--- src/hdl/ipfs_pkg.sv ---
// Package for the input port pin function select block
package ipfs_pkg;
  localparam int IPFS_PINS = 8;
  localparam logic [7:0] IPFS_MODE_RESET = 8'hf7;
  localparam logic [7:0] IPFS_MODE_RSVD = 8'hf7;
  localparam int IPFS_MODE_SEL_BIT = 3;
  localparam int IPFS_SHARED_PIN = 3;
  localparam logic [3:0] IPFS_CH0 = 4'h4;
  localparam logic [3:0] IPFS_CH1 = 4'h5;
  localparam logic [3:0] IPFS_CH2 = 4'h6;
  localparam logic [3:0] IPFS_CH3 = 4'h7;
  localparam logic [3:0] IPFS_CH4 = 4'h8;
  localparam logic [3:0] IPFS_CH5 = 4'h9;
  localparam logic [3:0] IPFS_CH6 = 4'ha;
  localparam logic [3:0] IPFS_CH7 = 4'hb;
  localparam logic [2:0] IPFS_TMR_EXT = 3'h7;

  // Per-pin function for the shared pin
  typedef enum logic [1:0] {
    IPFS_FN_DIGITAL = 2'b00,
    IPFS_FN_ANALOG = 2'b01,
    IPFS_FN_INTR = 2'b10,
    IPFS_FN_TIMER = 2'b11
  } ipfs_fn_e;

  // Configuration fields seen by the selector
  typedef struct packed {
    logic [3:0] channel;
    logic [2:0] timer_clk;
    logic [1:0] edge_sel;
  } ipfs_cfg_s;

  // Per-pin function enables
  typedef struct packed {
    logic [7:0] digital_en;
    logic [7:0] analog_en;
    logic intr_en;
    logic timer_en;
  } ipfs_sel_s;

  // Registered state of the top
  typedef struct packed {
    logic int_pin_sel;
    logic [7:0] data;
    logic [7:0] analog;
    logic intr_level;
    logic timer_level;
    logic intr_prev;
    logic timer_prev;
    logic intr_edge;
    logic timer_edge;
  } ipfs_state_s;
endpackage

--- src/hdl/ipfs_top.sv ---
// Input port pin function select: mode register, pin routing, edge sensing
//
// Behaviour
// - Select bit 0: pin 3 digital or analog 3
// - Select bit 1: pin 3 interrupt or timer
// - Shared pin edge: rising or falling selectable
// - Pin 3 decode: 0111 analog, 111 timer
// - Pins 7,6 analog at 1011,1010
// - Pins 5,4 analog at 1001,1000
// - Pins 2,1,0 analog at 0110,0101,0100
// - Data read gives pins; analog pins read 0
// - Mode register resets F7, reserved read one
`timescale 1ns/1ps
module ipfs_top (
  // Clock and reset
  input wire logic CLOCK,
  input wire logic SRST,
  // Mode register write/read
  input wire logic MODE_WR,
  input wire logic [7:0] MODE_WDATA,
  output logic [7:0] MODE_RDATA,
  // Configuration from converter, timer and interrupt logic
  input wire ipfs_pkg::ipfs_cfg_s CFG,
  // External pins
  input wire logic [7:0] PIN_IN,
  // Port data read value
  output logic [7:0] DATA_RDATA,
  // Consumers
  output logic [7:0] ANALOG_EN,
  output logic [7:0] ANALOG_PIN,
  output logic INTR_EN,
  output logic INTR_LEVEL,
  output logic INTR_EDGE,
  output logic TIMER_EN,
  output logic TIMER_LEVEL,
  output logic TIMER_EDGE
);
  import ipfs_pkg::*;

  // Registered state and its next value
  ipfs_state_s st_reg;
  ipfs_state_s st_next;
  // Function enables handed to the consumers
  ipfs_sel_s sel;
  // Pins claimed by a function other than digital or analog
  logic [7:0] taken;
  // Raw per-pin decode from the selector instances
  logic [7:0] an_en;
  logic [7:0] dg_en;
  // Function that currently owns the shared pin
  ipfs_fn_e pin3_fn;

  // Only the shared pin can be claimed by interrupt or timer;
  // the other pins are never claimed, so their selectors see zero.
  // A claimed pin is neither digital nor analog in its selector.
  always_comb begin
    taken = 8'h00;
    taken[IPFS_SHARED_PIN] = st_reg.int_pin_sel;
  end

  // One selector per pin keeps the decode uniform. Each instance
  // compares the channel field with its own code, so a code that
  // matches no pin, such as the low four, leaves every unclaimed pin digital.
  // Codes are fixed per pin rather than indexed, which keeps the
  // mapping readable at the cost of a longer listing.
  // At most one pin matches, so the converter never sees two pins.

  // Pin 0: analog channel 0
  ipfs_pin_sel #(
    .CODE(IPFS_CH0)
  ) ipfs_pin_sel_0_i (
    .channel(CFG.channel),
    .taken(taken[0]),
    .analog_en(an_en[0]),
    .digital_en(dg_en[0])
  );

  // Pin 1: analog channel 1
  ipfs_pin_sel #(
    .CODE(IPFS_CH1)
  ) ipfs_pin_sel_1_i (
    .channel(CFG.channel),
    .taken(taken[1]),
    .analog_en(an_en[1]),
    .digital_en(dg_en[1])
  );

  // Pin 2: analog channel 2
  ipfs_pin_sel #(
    .CODE(IPFS_CH2)
  ) ipfs_pin_sel_2_i (
    .channel(CFG.channel),
    .taken(taken[2]),
    .analog_en(an_en[2]),
    .digital_en(dg_en[2])
  );

  // Pin 3: analog channel 3 only while not claimed
  ipfs_pin_sel #(
    .CODE(IPFS_CH3)
  ) ipfs_pin_sel_3_i (
    .channel(CFG.channel),
    .taken(taken[3]),
    .analog_en(an_en[3]),
    .digital_en(dg_en[3])
  );

  // Pin 4: analog channel 4
  ipfs_pin_sel #(
    .CODE(IPFS_CH4)
  ) ipfs_pin_sel_4_i (
    .channel(CFG.channel),
    .taken(taken[4]),
    .analog_en(an_en[4]),
    .digital_en(dg_en[4])
  );

  // Pin 5: analog channel 5
  ipfs_pin_sel #(
    .CODE(IPFS_CH5)
  ) ipfs_pin_sel_5_i (
    .channel(CFG.channel),
    .taken(taken[5]),
    .analog_en(an_en[5]),
    .digital_en(dg_en[5])
  );

  // Pin 6: analog channel 6
  ipfs_pin_sel #(
    .CODE(IPFS_CH6)
  ) ipfs_pin_sel_6_i (
    .channel(CFG.channel),
    .taken(taken[6]),
    .analog_en(an_en[6]),
    .digital_en(dg_en[6])
  );

  // Pin 7: analog channel 7
  ipfs_pin_sel #(
    .CODE(IPFS_CH7)
  ) ipfs_pin_sel_7_i (
    .channel(CFG.channel),
    .taken(taken[7]),
    .analog_en(an_en[7]),
    .digital_en(dg_en[7])
  );

  // Shared pin function: the select bit picks the digital/analog pair
  // or the interrupt/timer pair; the field of the chosen consumer then
  // picks one of the two. The field of the other pair is ignored, so
  // a stale timer code cannot steal the pin from the converter.
  // Unused combinations fall back to digital input.
  always_comb begin
    case ({st_reg.int_pin_sel, CFG.timer_clk == IPFS_TMR_EXT, CFG.channel == IPFS_CH3})
      3'b000, 3'b010: pin3_fn = IPFS_FN_DIGITAL;
      3'b001, 3'b011: pin3_fn = IPFS_FN_ANALOG;
      3'b100, 3'b101: pin3_fn = IPFS_FN_INTR;
      3'b110, 3'b111: pin3_fn = IPFS_FN_TIMER;
      default: pin3_fn = IPFS_FN_DIGITAL;
    endcase
  end

  // Pin 3 enables come from the decode, so interrupt and timer can
  // never both receive the pin level
  // Other pins have no such consumers
  always_comb begin
    sel.analog_en = an_en;
    sel.digital_en = dg_en;
    sel.timer_en = (pin3_fn == IPFS_FN_TIMER);
    sel.intr_en = (pin3_fn == IPFS_FN_INTR);
  end

  // Next state; edge flags compare with previous gated level
  always_comb begin
    st_next = st_reg;
    if (MODE_WR) begin
      st_next.int_pin_sel = MODE_WDATA[IPFS_MODE_SEL_BIT];
    end
    st_next.data = PIN_IN & (sel.digital_en | taken);
    st_next.analog = PIN_IN & sel.analog_en;
    st_next.intr_level = PIN_IN[IPFS_SHARED_PIN] & sel.intr_en;
    st_next.timer_level = PIN_IN[IPFS_SHARED_PIN] & sel.timer_en;
    st_next.intr_prev = st_reg.intr_level;
    st_next.timer_prev = st_reg.timer_level;
    // Edge_sel[0] picks interrupt edge, edge_sel[1] timer edge (1 rising)
    st_next.intr_edge = CFG.edge_sel[0] ? (st_reg.intr_level && !st_reg.intr_prev)
                                        : (!st_reg.intr_level && st_reg.intr_prev);
    st_next.timer_edge = CFG.edge_sel[1] ? (st_reg.timer_level && !st_reg.timer_prev)
                                         : (!st_reg.timer_level && st_reg.timer_prev);
    // Leaving a function must not fake an edge
    if (!sel.intr_en) begin
      st_next.intr_edge = 1'b0;
    end
    if (!sel.timer_en) begin
      st_next.timer_edge = 1'b0;
    end
  end

  // Register the whole state
  always_ff @(posedge CLOCK) begin
    if (SRST) begin
      st_reg <= '0;
      st_reg.int_pin_sel <= IPFS_MODE_RESET[IPFS_MODE_SEL_BIT];
    end else begin
      st_reg <= st_next;
    end
  end

  // Outputs
  assign MODE_RDATA = IPFS_MODE_RSVD | ({7'h00, st_reg.int_pin_sel} << IPFS_MODE_SEL_BIT);
  assign DATA_RDATA = st_reg.data;
  assign ANALOG_EN = sel.analog_en;
  assign ANALOG_PIN = st_reg.analog;
  assign INTR_EN = sel.intr_en;
  assign INTR_LEVEL = st_reg.intr_level;
  assign INTR_EDGE = st_reg.intr_edge; // intr_edge clears a cycle after the timer takes the pin; INTR_EDGE can still be high in that first cycle
  assign TIMER_EN = sel.timer_en;
  assign TIMER_LEVEL = st_reg.timer_level;
  assign TIMER_EDGE = st_reg.timer_edge;
endmodule

--- src/hdl/ipfs_pin_sel.sv ---
// Combinational function selector for one analog-capable pin
`timescale 1ns/1ps
module ipfs_pin_sel #(
  parameter logic [3:0] CODE = 4'h0
) (
  // Current channel field
  input wire logic [3:0] channel,
  // Whether pin is taken by another function
  input wire logic taken,
  // Resulting enables
  output logic analog_en,
  output logic digital_en
);
  import ipfs_pkg::*;
  // One enable per pin; taken pins are neither digital nor analog here
  assign analog_en = !taken && (channel == CODE);
  assign digital_en = !taken && (channel != CODE);
endmodule

--- config.mk ---
export PLATFORM = sky130hd
export DESIGN_NAME = ipfs_top
export DESIGN_NICKNAME = d
export VERILOG_FILES = /design/src/hdl/ipfs_pkg.sv /design/src/hdl/ipfs_top.sv /design/src/hdl/ipfs_pin_sel.sv
export SDC_FILE = /design/constraint.sdc
export NUM_CORES = 1
export LEC_CHECK = 0
export BUFFER_PORTS_ARGS = -buffer_cell sky130_fd_sc_hd__buf_4
export CAP_MARGIN = 20
export CORE_AREA = 2 2 52 54
export CTS_CLUSTER_DIAMETER = 100
export DETAILED_ROUTE_END_ITERATION = 7
export DIE_AREA = 0 0 54 56
export HOLD_SLACK_MARGIN = 0.08
export PLACE_DENSITY_LB_ADDON = 0.2
export SYNTH_ARGS = -nofsm -noshare
export SYNTH_HDL_FRONTEND = slang
export SYNTH_SLANG_ARGS = --single-unit
--- constraint.sdc ---
create_clock -name CLOCK -period 1.71 [get_ports CLOCK]
set_clock_uncertainty 0.15 [all_clocks]
set_input_delay 0.342 -clock CLOCK [delete_from_list [all_inputs] [get_ports CLOCK]]
set_output_delay 0.342 -clock CLOCK [all_outputs]
set_load 0.05 [all_outputs]
==> results.cfg, run 1 <==
[status]
status = completed

[floorplanning]
die-width_um = 54
rows = 18
ios = 66
initial_utilization = 0.4254
die_h_um = 56
core_sq_um = 2432
die_area_sq_um = 3024

[setup_path]
cp.required_ps = 1220
crit_path_start_kind = input pin
cp_max_fo = 7
end_kind = output pin
crit_type = input pin to output pin
cp.arrival_ps = 1160

[clock_tree]
cts_buffer_depth = 2
cts.sinks = 23
cts_tree = done
root_buffer = clkbuf_4
clock_latency_ps = 310
path_clk_slew_ps = 120
cts-buffers-inserted = 3
htreeDepth = 1
cts_hold_buf = 0

[layout]
diodes = 0
final_area_sq_um = 1311
areaGrowthSynthToFinish_pct = 26.72
drive_above_1_share = 0.4722
finalNonFillerCells = 174
finish.net_count = 173

[synthesis]
yosysMostFrequentCell = buf_4
yosys-top-cells-area = dfxtp_1, buf_4, nor2_1, nand2b_1, nor3_1
synth_common_cells = buf_4, dfxtp_1, nor2_1, nand2b_1, nor3_1
ys_types = 21
syn-cell-area_sq_um = 1035
synthArstFlopShare = 0
yosysSeqAreaShare = 0.4450
synth_seq_cells = 23
syn_inst = 113
avgSynthCellArea_sq_um = 9.157
synth_flop_cell = dfxtp_1
synth_top_cell_by_area = dfxtp_1
ys_warn_count = 0
synth_edf_count = 0
synth_top_area_share = 0.4450

[grt]
grt_pass1_vias = 753
gr-total-overflow = 0
use_met3 = 0.02688
antenna_found_initial = 0
busiest_layer = met2
grt_util_met1 = 0.1414
grt_first_pass_wirelength_um = 3008
grt_use_total = 0.1355
grt_max_degree = 16
grt_use_met2 = 0.2439

[routing]
routed_wl_um = 1918
drt-vias-per-instance = 4.437
drc_errors = 0
drtAntennaViolNets = 0
firstDrtPassIters = 2
wl_per_cell_um = 11.02
vias = 772
initialDrtViolationCount = 3

[power]
p_leak_uw = 0.0006354
ir_worst_vdd_mv = 0.4266
pwr_density_cell_nw_per_um2 = 802.3

[sta]
fmax_ghz = 0.6051
tns_ps = 0
period_share = 0.9664
setup_violations = 0
maxSlewViolCount = 0
fin_crit_ps = 1653
holdWs_ps = 96.65
hold_viol = 0

[placed_design]
place.gp.congestion = 0.6972
dp_cells = 170
post-dp-hpwl_um = 1523
io_buffers = 51
placed_area_sq_um = 1260

[hold_path]
hold_path_class = input pin to flop

[flow_run]
drv_cap = 0
[repair_timing]
item,4_1_cts,5_1_grt
gates cloned,0,0
buffers inserted,0,0
resized for setup,1,7
endpoints found under the setup margin,1,4
pin swaps,0,1
[cell type report]
| class | count | area (sq um) |
|---|---|---|
| inverters | 2 | 7.507 |
| fillers | 238 | 1121 |
| well taps | 30 | 37.54 |
| repair buffers | 56 | 431.7 |
| multi-input cells | 59 | 344.1 |
| clock buffers | 4 | 26.28 |
| flip-flops and latches | 23 | 464.2 |
[worst max-delay path, cell delays in order]
cell	delay, ps
buf_4	110
nand2b_1	260
nor2_1	220
buf_4	230
[power by group]
part	switching (uW)	internal (uW)	leakage, uW
clock network	164	91.0	0.0000150
registers	6.41	550	0.000188
logic	160	80.4	0.000432
[worst paths after layout]
kind | to | from | cells past startpoint | slack, ps
setup / recovery | ANALOG_EN[5] | CFG[7] | 4 | 60
hold / removal | ANALOG_PIN[0] | CFG[5] | 2 | 100
setup reg to reg | TIMER_EDGE | MODE_RDATA[3] | 2 | 770
hold reg to reg | ANALOG_PIN[3] | MODE_RDATA[3] | 1 | 330
[cell families (layout without fill, tap and decap cells)]
group,after synthesis,count (layout),synth area share
mux,1,1,0.009674
simple gates,49,49,0.2781
compound gates,2,2,0.009674
buf+inv,37,62,0.2539
other cells,1,7,0.003624
flops,23,23,0.4450
[stage by stage]
step	setup WS, ps	total power [uW]	utilization
CTS	4.078	1056	0.5293
floorplan	201.3	757.1	-
global placement	29.95	804.6	0.5180
detailed placement	7.971	808.5	0.5180
finish	57.45	1052	0.5391
global route	-2.539	1093	0.5391
[layout by cell type (no fill, tap or decap), types with 2 or more instances in the layout]
cell type   n
nor2_1     14
buf_6       3
nand2_1     2
nand2b_1    9
nor2b_1     2
buf_4      53
conb_1      7
nor2_2      2
nor4_1      3
and3b_1     2
clkbuf_4    3
a21oi_1     2
nor4b_2     2
dfxtp_1    22
inv_1       2
nor3_1      6
nor3_2      2
[per-layer routing]
metal	part of all wire	vias up
met4	0.0078	0
met2	0.53	32
li1	-	385
met5	0	-
met3	0.077	2
met1	0.38	353
Note: power is estimated with default switching activity, not from simulation.
==> run 2: changes to the inputs <==
Settings changed: ABC_AREA set to 1.
==> run 2 against run 1 <==
Final area fell by 1.5%. First-iteration DRC count increased to 3.0 times the previous value. Clock power decreased by 4%. Wire length rose by 3.8%. Synthesized cell count up 19%. Critical path type is now flop to output pin. Critical endpoint is now TIMER_EN. Largest power group unchanged. Highest routed layer unchanged.
==> results.cfg, run 2 <==
[floorplanning]
ios = 66
die-width_um = 54
core_sq_um = 2432
die_area_sq_um = 3024
rows = 18
initial_utilization = 0.4311
die_h_um = 56

[synthesis]
yosys-top-cells-area = dfxtp_1, buf_4, nor2_1, nand2_1, inv_1
synth_flop_cell = dfxtp_1
ys_types = 15
yosysSeqAreaShare = 0.4391
synth_seq_cells = 23
synthArstFlopShare = 0
synth_top_cell_by_area = dfxtp_1
syn-cell-area_sq_um = 1049
synth_top_area_share = 0.4391
avgSynthCellArea_sq_um = 7.825
syn_inst = 134
synth_edf_count = 0
ys_warn_count = 0
yosysMostFrequentCell = buf_4
synth_common_cells = buf_4, dfxtp_1, nor2_1, nand2_1, inv_1

[grt]
antenna_found_initial = 0
grt_max_degree = 13
grt_first_pass_wirelength_um = 3118
grt_pass1_vias = 728
gr-total-overflow = 0
grt_use_total = 0.1375

[layout]
fillers = 249
drive_above_1_share = 0.3841
layout_commonest_cell = buf_4
fin_util = 0.5309
areaGrowthSynthToFinish_pct = 23.15
mostFrequentLayoutCells = buf_4, dfxtp_1, nor2_1
finish.net_count = 193
multi_input_area_sq_um = 302.8
diodes = 0
final_area_sq_um = 1291
register_area_sq_um = 461.7

[setup_path]
cp.required_ps = 1220
cp_top_family = flip-flops
cp.depth = 3
critPathBufInv = 1
cp.arrival_ps = 1120
crit_slowest_cell = dfxtp_2
reg2reg_depth = 4
path_cells = nand2_2 -> nor2_4 -> buf_4
crit_type = flop to output pin
timing.reg2reg.setup_slack_ps = 740
max_stage_delay_ps = 430
crit_path_start_kind = flop
cp_max_fo = 7
end_kind = output pin

[clock_tree]
htreeDepth = 1
clock_latency_ps = 300
cts-buffers-inserted = 3
cts_tree = done
cts.sinks = 23
path_clk_slew_ps = 120
cts_buffer_depth = 2
post-cts-setup-buffers = 0
root_buffer = clkbuf_4

[routing]
firstDrtPassIters = 4
drc_errors = 0
drt-vias-per-instance = 4.196
vias = 814
wl_per_cell_um = 10.26
routed_wl_um = 1990
drtAntennaViolNets = 0
initialDrtViolationCount = 9

[sta]
maxSlewViolCount = 0
period_share = 0.9423
fin_crit_ps = 1611
rsz0062_at_grt = no
hold_viol = 0
setup_violations = 0
tns_ps = 0
holdWs_ps = 118.9
fmax_ghz = 0.6206

[placed_design]
post-dp-hpwl_um = 1602
place.gp.congestion = 0.7843
io_buffers = 51
placed_area_sq_um = 1244

[hold_path]
hold_path_class = input pin to flop
min_path_cells = 3

[power]
internal_power_uw = 715.8
clockPowerShare = 0.234
p_leak_uw = 0.0006585
p_sw_uw = 328.4
combinationalPowerShare = 0.230
pwr_density_cell_nw_per_um2 = 808.7
ir_worst_vdd_mv = 0.4984
seq_power_share = 0.536
swShare = 0.3145

[status]
status = completed

[flow_run]
drv_cap = 0
==> run 2: changes by cell type after synthesis, sizes merged, moves of 2 or more <==
cell,before,now
nor4,3,0
nor3b,2,0
and3b,2,0
buf,35,33
nor4b,2,0
nand2,2,21
nor2b,2,0
nand3,1,6
inv,2,16
nand2b,10,0
nor2,16,22
nor3,8,10
==> run 2: metal layers <==
layer,GRT usage,routed length [um],part of all wire,vias up
met3,0.01882,129,0.065,2
met5,0,0,0,-
met4,0.05357,27,0.014,0
li1,-,-,-,430
met1,0.1575,817,0.41,352
met2,0.2456,1016,0.51,30
==> run 2: path summary, 6_finish.rpt <==
| check | start | endpoint |
|---|---|---|
| max | MODE_RDATA[3] | TIMER_EN |
| min | MODE_WDATA[3] | MODE_RDATA[3] |
| max reg2reg | MODE_RDATA[3] | TIMER_EDGE |
| min reg2reg | TIMER_LEVEL | st_reg[2] |
==> run 2: timing repair <==
item	CTS	global route
endpoints found under the setup margin	1	0
hold endpoints to repair	2	0
hold buffers	2	0
gates resized for setup	1	0
==> run 2: layout make-up <==
| type | instances | share of cell area |
|---|---|---|
| Clock buffer | 4 | 0.02035 |
| Inverter | 16 | 0.04651 |
| Multi-Input combinational cell | 68 | 0.2345 |
| Sequential cell | 23 | 0.3576 |
| Tap cell | 30 | 0.02907 |
| Timing Repair Buffer | 53 | 0.3120 |
==> run 2: kinds of logic (layout without fill, tap and decap cells) <==
kind of cell,count (synthesis),in the layout,share of synthesized area
buffers and inverters,49,73,0.2936
other,1,7,0.003577
flip-flops,23,23,0.4391
AO/OA/AOI/OAI,2,2,0.009537
AND/OR/NAND/NOR,59,59,0.2542
==> run 2: power groups by stage <==
stage / logic [uW] / registers (uW) / clock network (uW)
floorplan: 192 / 572 / 0
global placement: 235 / 571 / 0
detailed placement: 238 / 572 / 0
CTS: 242 / 560 / 255
global route: 256 / 562 / 274
finish: 240 / 560 / 244
==> run 2: tightest hold or removal path, cell delays in order <==
cell and delay (ps):
buf_4 110, inv_1 40, a21oi_1 50
==> run 2: stage by stage <==
stage,setup slack [ps],total power [uW],cells
6_report,98.61,1044,194
3_3_place_gp,199.8,805.3,188
2_1_floorplan,384.4,764.6,140
3_5_place_dp,183.9,809.1,188
4_1_cts,92.58,1057,194
5_1_grt,30.45,1092,194
==> run 3: changes to the inputs <==
--- a/config.mk
+++ b/config.mk
@@ -10,6 +10,7 @@
 export CAP_MARGIN = 20
-export CORE_AREA = 2 2 52 54
+export CORE_AREA = 2 2 51 53
+export CTS_BUF_LIST = sky130_fd_sc_hd__clkbuf_8
 export CTS_CLUSTER_DIAMETER = 100
 export DETAILED_ROUTE_END_ITERATION = 7
-export DIE_AREA = 0 0 54 56
+export DIE_AREA = 0 0 53 55
 export HOLD_SLACK_MARGIN = 0.08
--- a/constraint.sdc
+++ b/constraint.sdc
@@ -4,2 +4,2 @@
 set_output_delay 0.342 -clock CLOCK [all_outputs]
-set_load 0.05 [all_outputs]
+set_load 0.1 [all_outputs]
==> run 3 against run 2 <==
Global-route usage increased by 0.61 points. Worst hold slack worse by 12 ps. Register-to-register slack hardly changed. Critical path depth fell by 1. Final area is 0.48% higher. Via count decreased by 0.12%. Sequential share of layout area is 0.17 points lower. Maximum frequency decreased by 1.6%. Critical endpoint is now ANALOG_EN[3].
==> results.cfg, run 3 (synthesis results as in run 2) <==
[sta]
holdWs_ps = 106.9
tns_ps = 0
fmax_ghz = 0.6103
setup_violations = 0
hold_viol = 0
period_share = 0.9581
fin_crit_ps = 1638
rsz0062_at_grt = no
maxSlewViolCount = 0

[floorplanning]
die_area_sq_um = 2915
core_sq_um = 2365
die-width_um = 53
rows = 18
initial_utilization = 0.4434
ios = 66
die_h_um = 55

[clock_tree]
clock_latency_ps = 250
cts-buffers-inserted = 3
htreeDepth = 1
cts.sinks = 23
cts_hold_buf = 0
cts_tree = done
path_clk_slew_ps = 80
cts_buffer_depth = 2
root_buffer = clkbuf_8

[setup_path]
reg2reg_depth = 4
crit_start = MODE_RDATA[3]
cp_max_fo = 7
timing.reg2reg.setup_slack_ps = 750
r2r-end = TIMER_EDGE
path_cells = nor3_2 -> buf_4
crit_type = flop to output pin
crit_path_start_kind = flop
end_kind = output pin
max_stage_delay_ps = 360
crit_slowest_cell = dfxtp_2
cp.arrival_ps = 1150
cp-endpoint = ANALOG_EN[3]
cp.required_ps = 1220
r2r-start = MODE_RDATA[3]

[layout]
mostFrequentLayoutCells = buf_4, dfxtp_1, nor2_1
areaGrowthSynthToFinish_pct = 23.75
diodes = 0
drive_above_1_share = 0.3889
layout_commonest_cell = buf_4
finish.net_count = 191

[routing]
drtAntennaViolNets = 0
wl_per_cell_um = 9.885
routed.top_layer = met4
routed_wl_um = 1898
met2_length_um = 991
initialDrtViolationCount = 3
drt-vias-per-instance = 4.234
met1Wirelength_um = 753
firstDrtPassIters = 4
vias = 813
drc_errors = 0
wl_met3_um = 142

[power]
pwr_density_cell_nw_per_um2 = 945.5
p_leak_uw = 0.0006635
ir_worst_vdd_mv = 0.5108

[grt]
gr-total-overflow = 0
grt_max_degree = 13
grt_pass1_vias = 747
antenna_found_initial = 0
grt_use_total = 0.1435
grt_first_pass_wirelength_um = 3001

[placed_design]
post-dp-hpwl_um = 1543
io_buffers = 51
place.gp.congestion = 0.6416

[flow_run]
drv_cap = 0

[hold_path]
hold_path_class = input pin to flop

[status]
status = completed
[run 3: cell count changes in the layout (fill, tap and decap cells not counted), sizes merged]
cell,before,now
dlygate4sd3,2,0
clkbuf,4,3
inv,16,17
[run 3: through the flow]
stage          power [uW]  utilization  cell area [sq um]  setup slack (ps)  cells
2_1_floorplan       880.9            -               1071             120.0    140
3_3_place_gp        921.7       0.5259               1244             93.27    188
3_5_place_dp        924.4       0.5259               1244             65.25    188
4_1_cts              1240       0.5466               1292             12.61    192
5_1_grt              1281       0.5487               1297             13.94    192
6_report             1227       0.5487               1297             71.59    192
[run 3: worst min path at each step]
stage,slack [ps],cells after the start,to,from
after floorplan,260,1,st_reg[2],SRST
after global routing,110,2,MODE_RDATA[3],MODE_WR
after detailed placement,320,2,st_reg[2],TIMER_LEVEL
after global placement,310,2,st_reg[2],TIMER_LEVEL
final,110,2,MODE_RDATA[3],MODE_WR
after CTS,110,2,MODE_RDATA[3],MODE_WR
[run 3: where the power goes]
part	switching [uW]	internal, uW	total [uW]	leakage (uW)
clock network	156	160	315	0.0000269
registers	7.73	551	559	0.000188
logic	282	71.0	353	0.000448
total	445	782	1230	0.000664
[run 3: final cells by class]
cell class,instances,area [sq um]
Sequential cell,23,461.7
Fill cell,242,1067
Multi-Input combinational cell,68,302.8
Clock buffer,3,41.29
Clock inverter,1,3.754
Timing Repair Buffer,51,390.4
Tap cell,30,37.54
Inverter,16,60.06
[run 3: critical path: cells and delay by family, from the launching register on]
kind	cells	cell delay (ps)
buffers and inverters	1	320
flip-flops	1	360
AND/OR/NAND/NOR	1	210
[run 3: timing repair]
| item | CTS | global route |
|---|---|---|
| setup buffers | 0 | 0 |
| gates cloned | 0 | 0 |
| gates resized for setup | 1 | 2 |
| endpoints found under the setup margin | 1 | 4 |
[run 3: layer usage]
layer / track usage / up-vias
met5: 0 / -
met4: 0.05128 / 0
met3: 0.02957 / 2
met2: 0.2688 / 32
met1: 0.1614 / 357
li1: - / 422
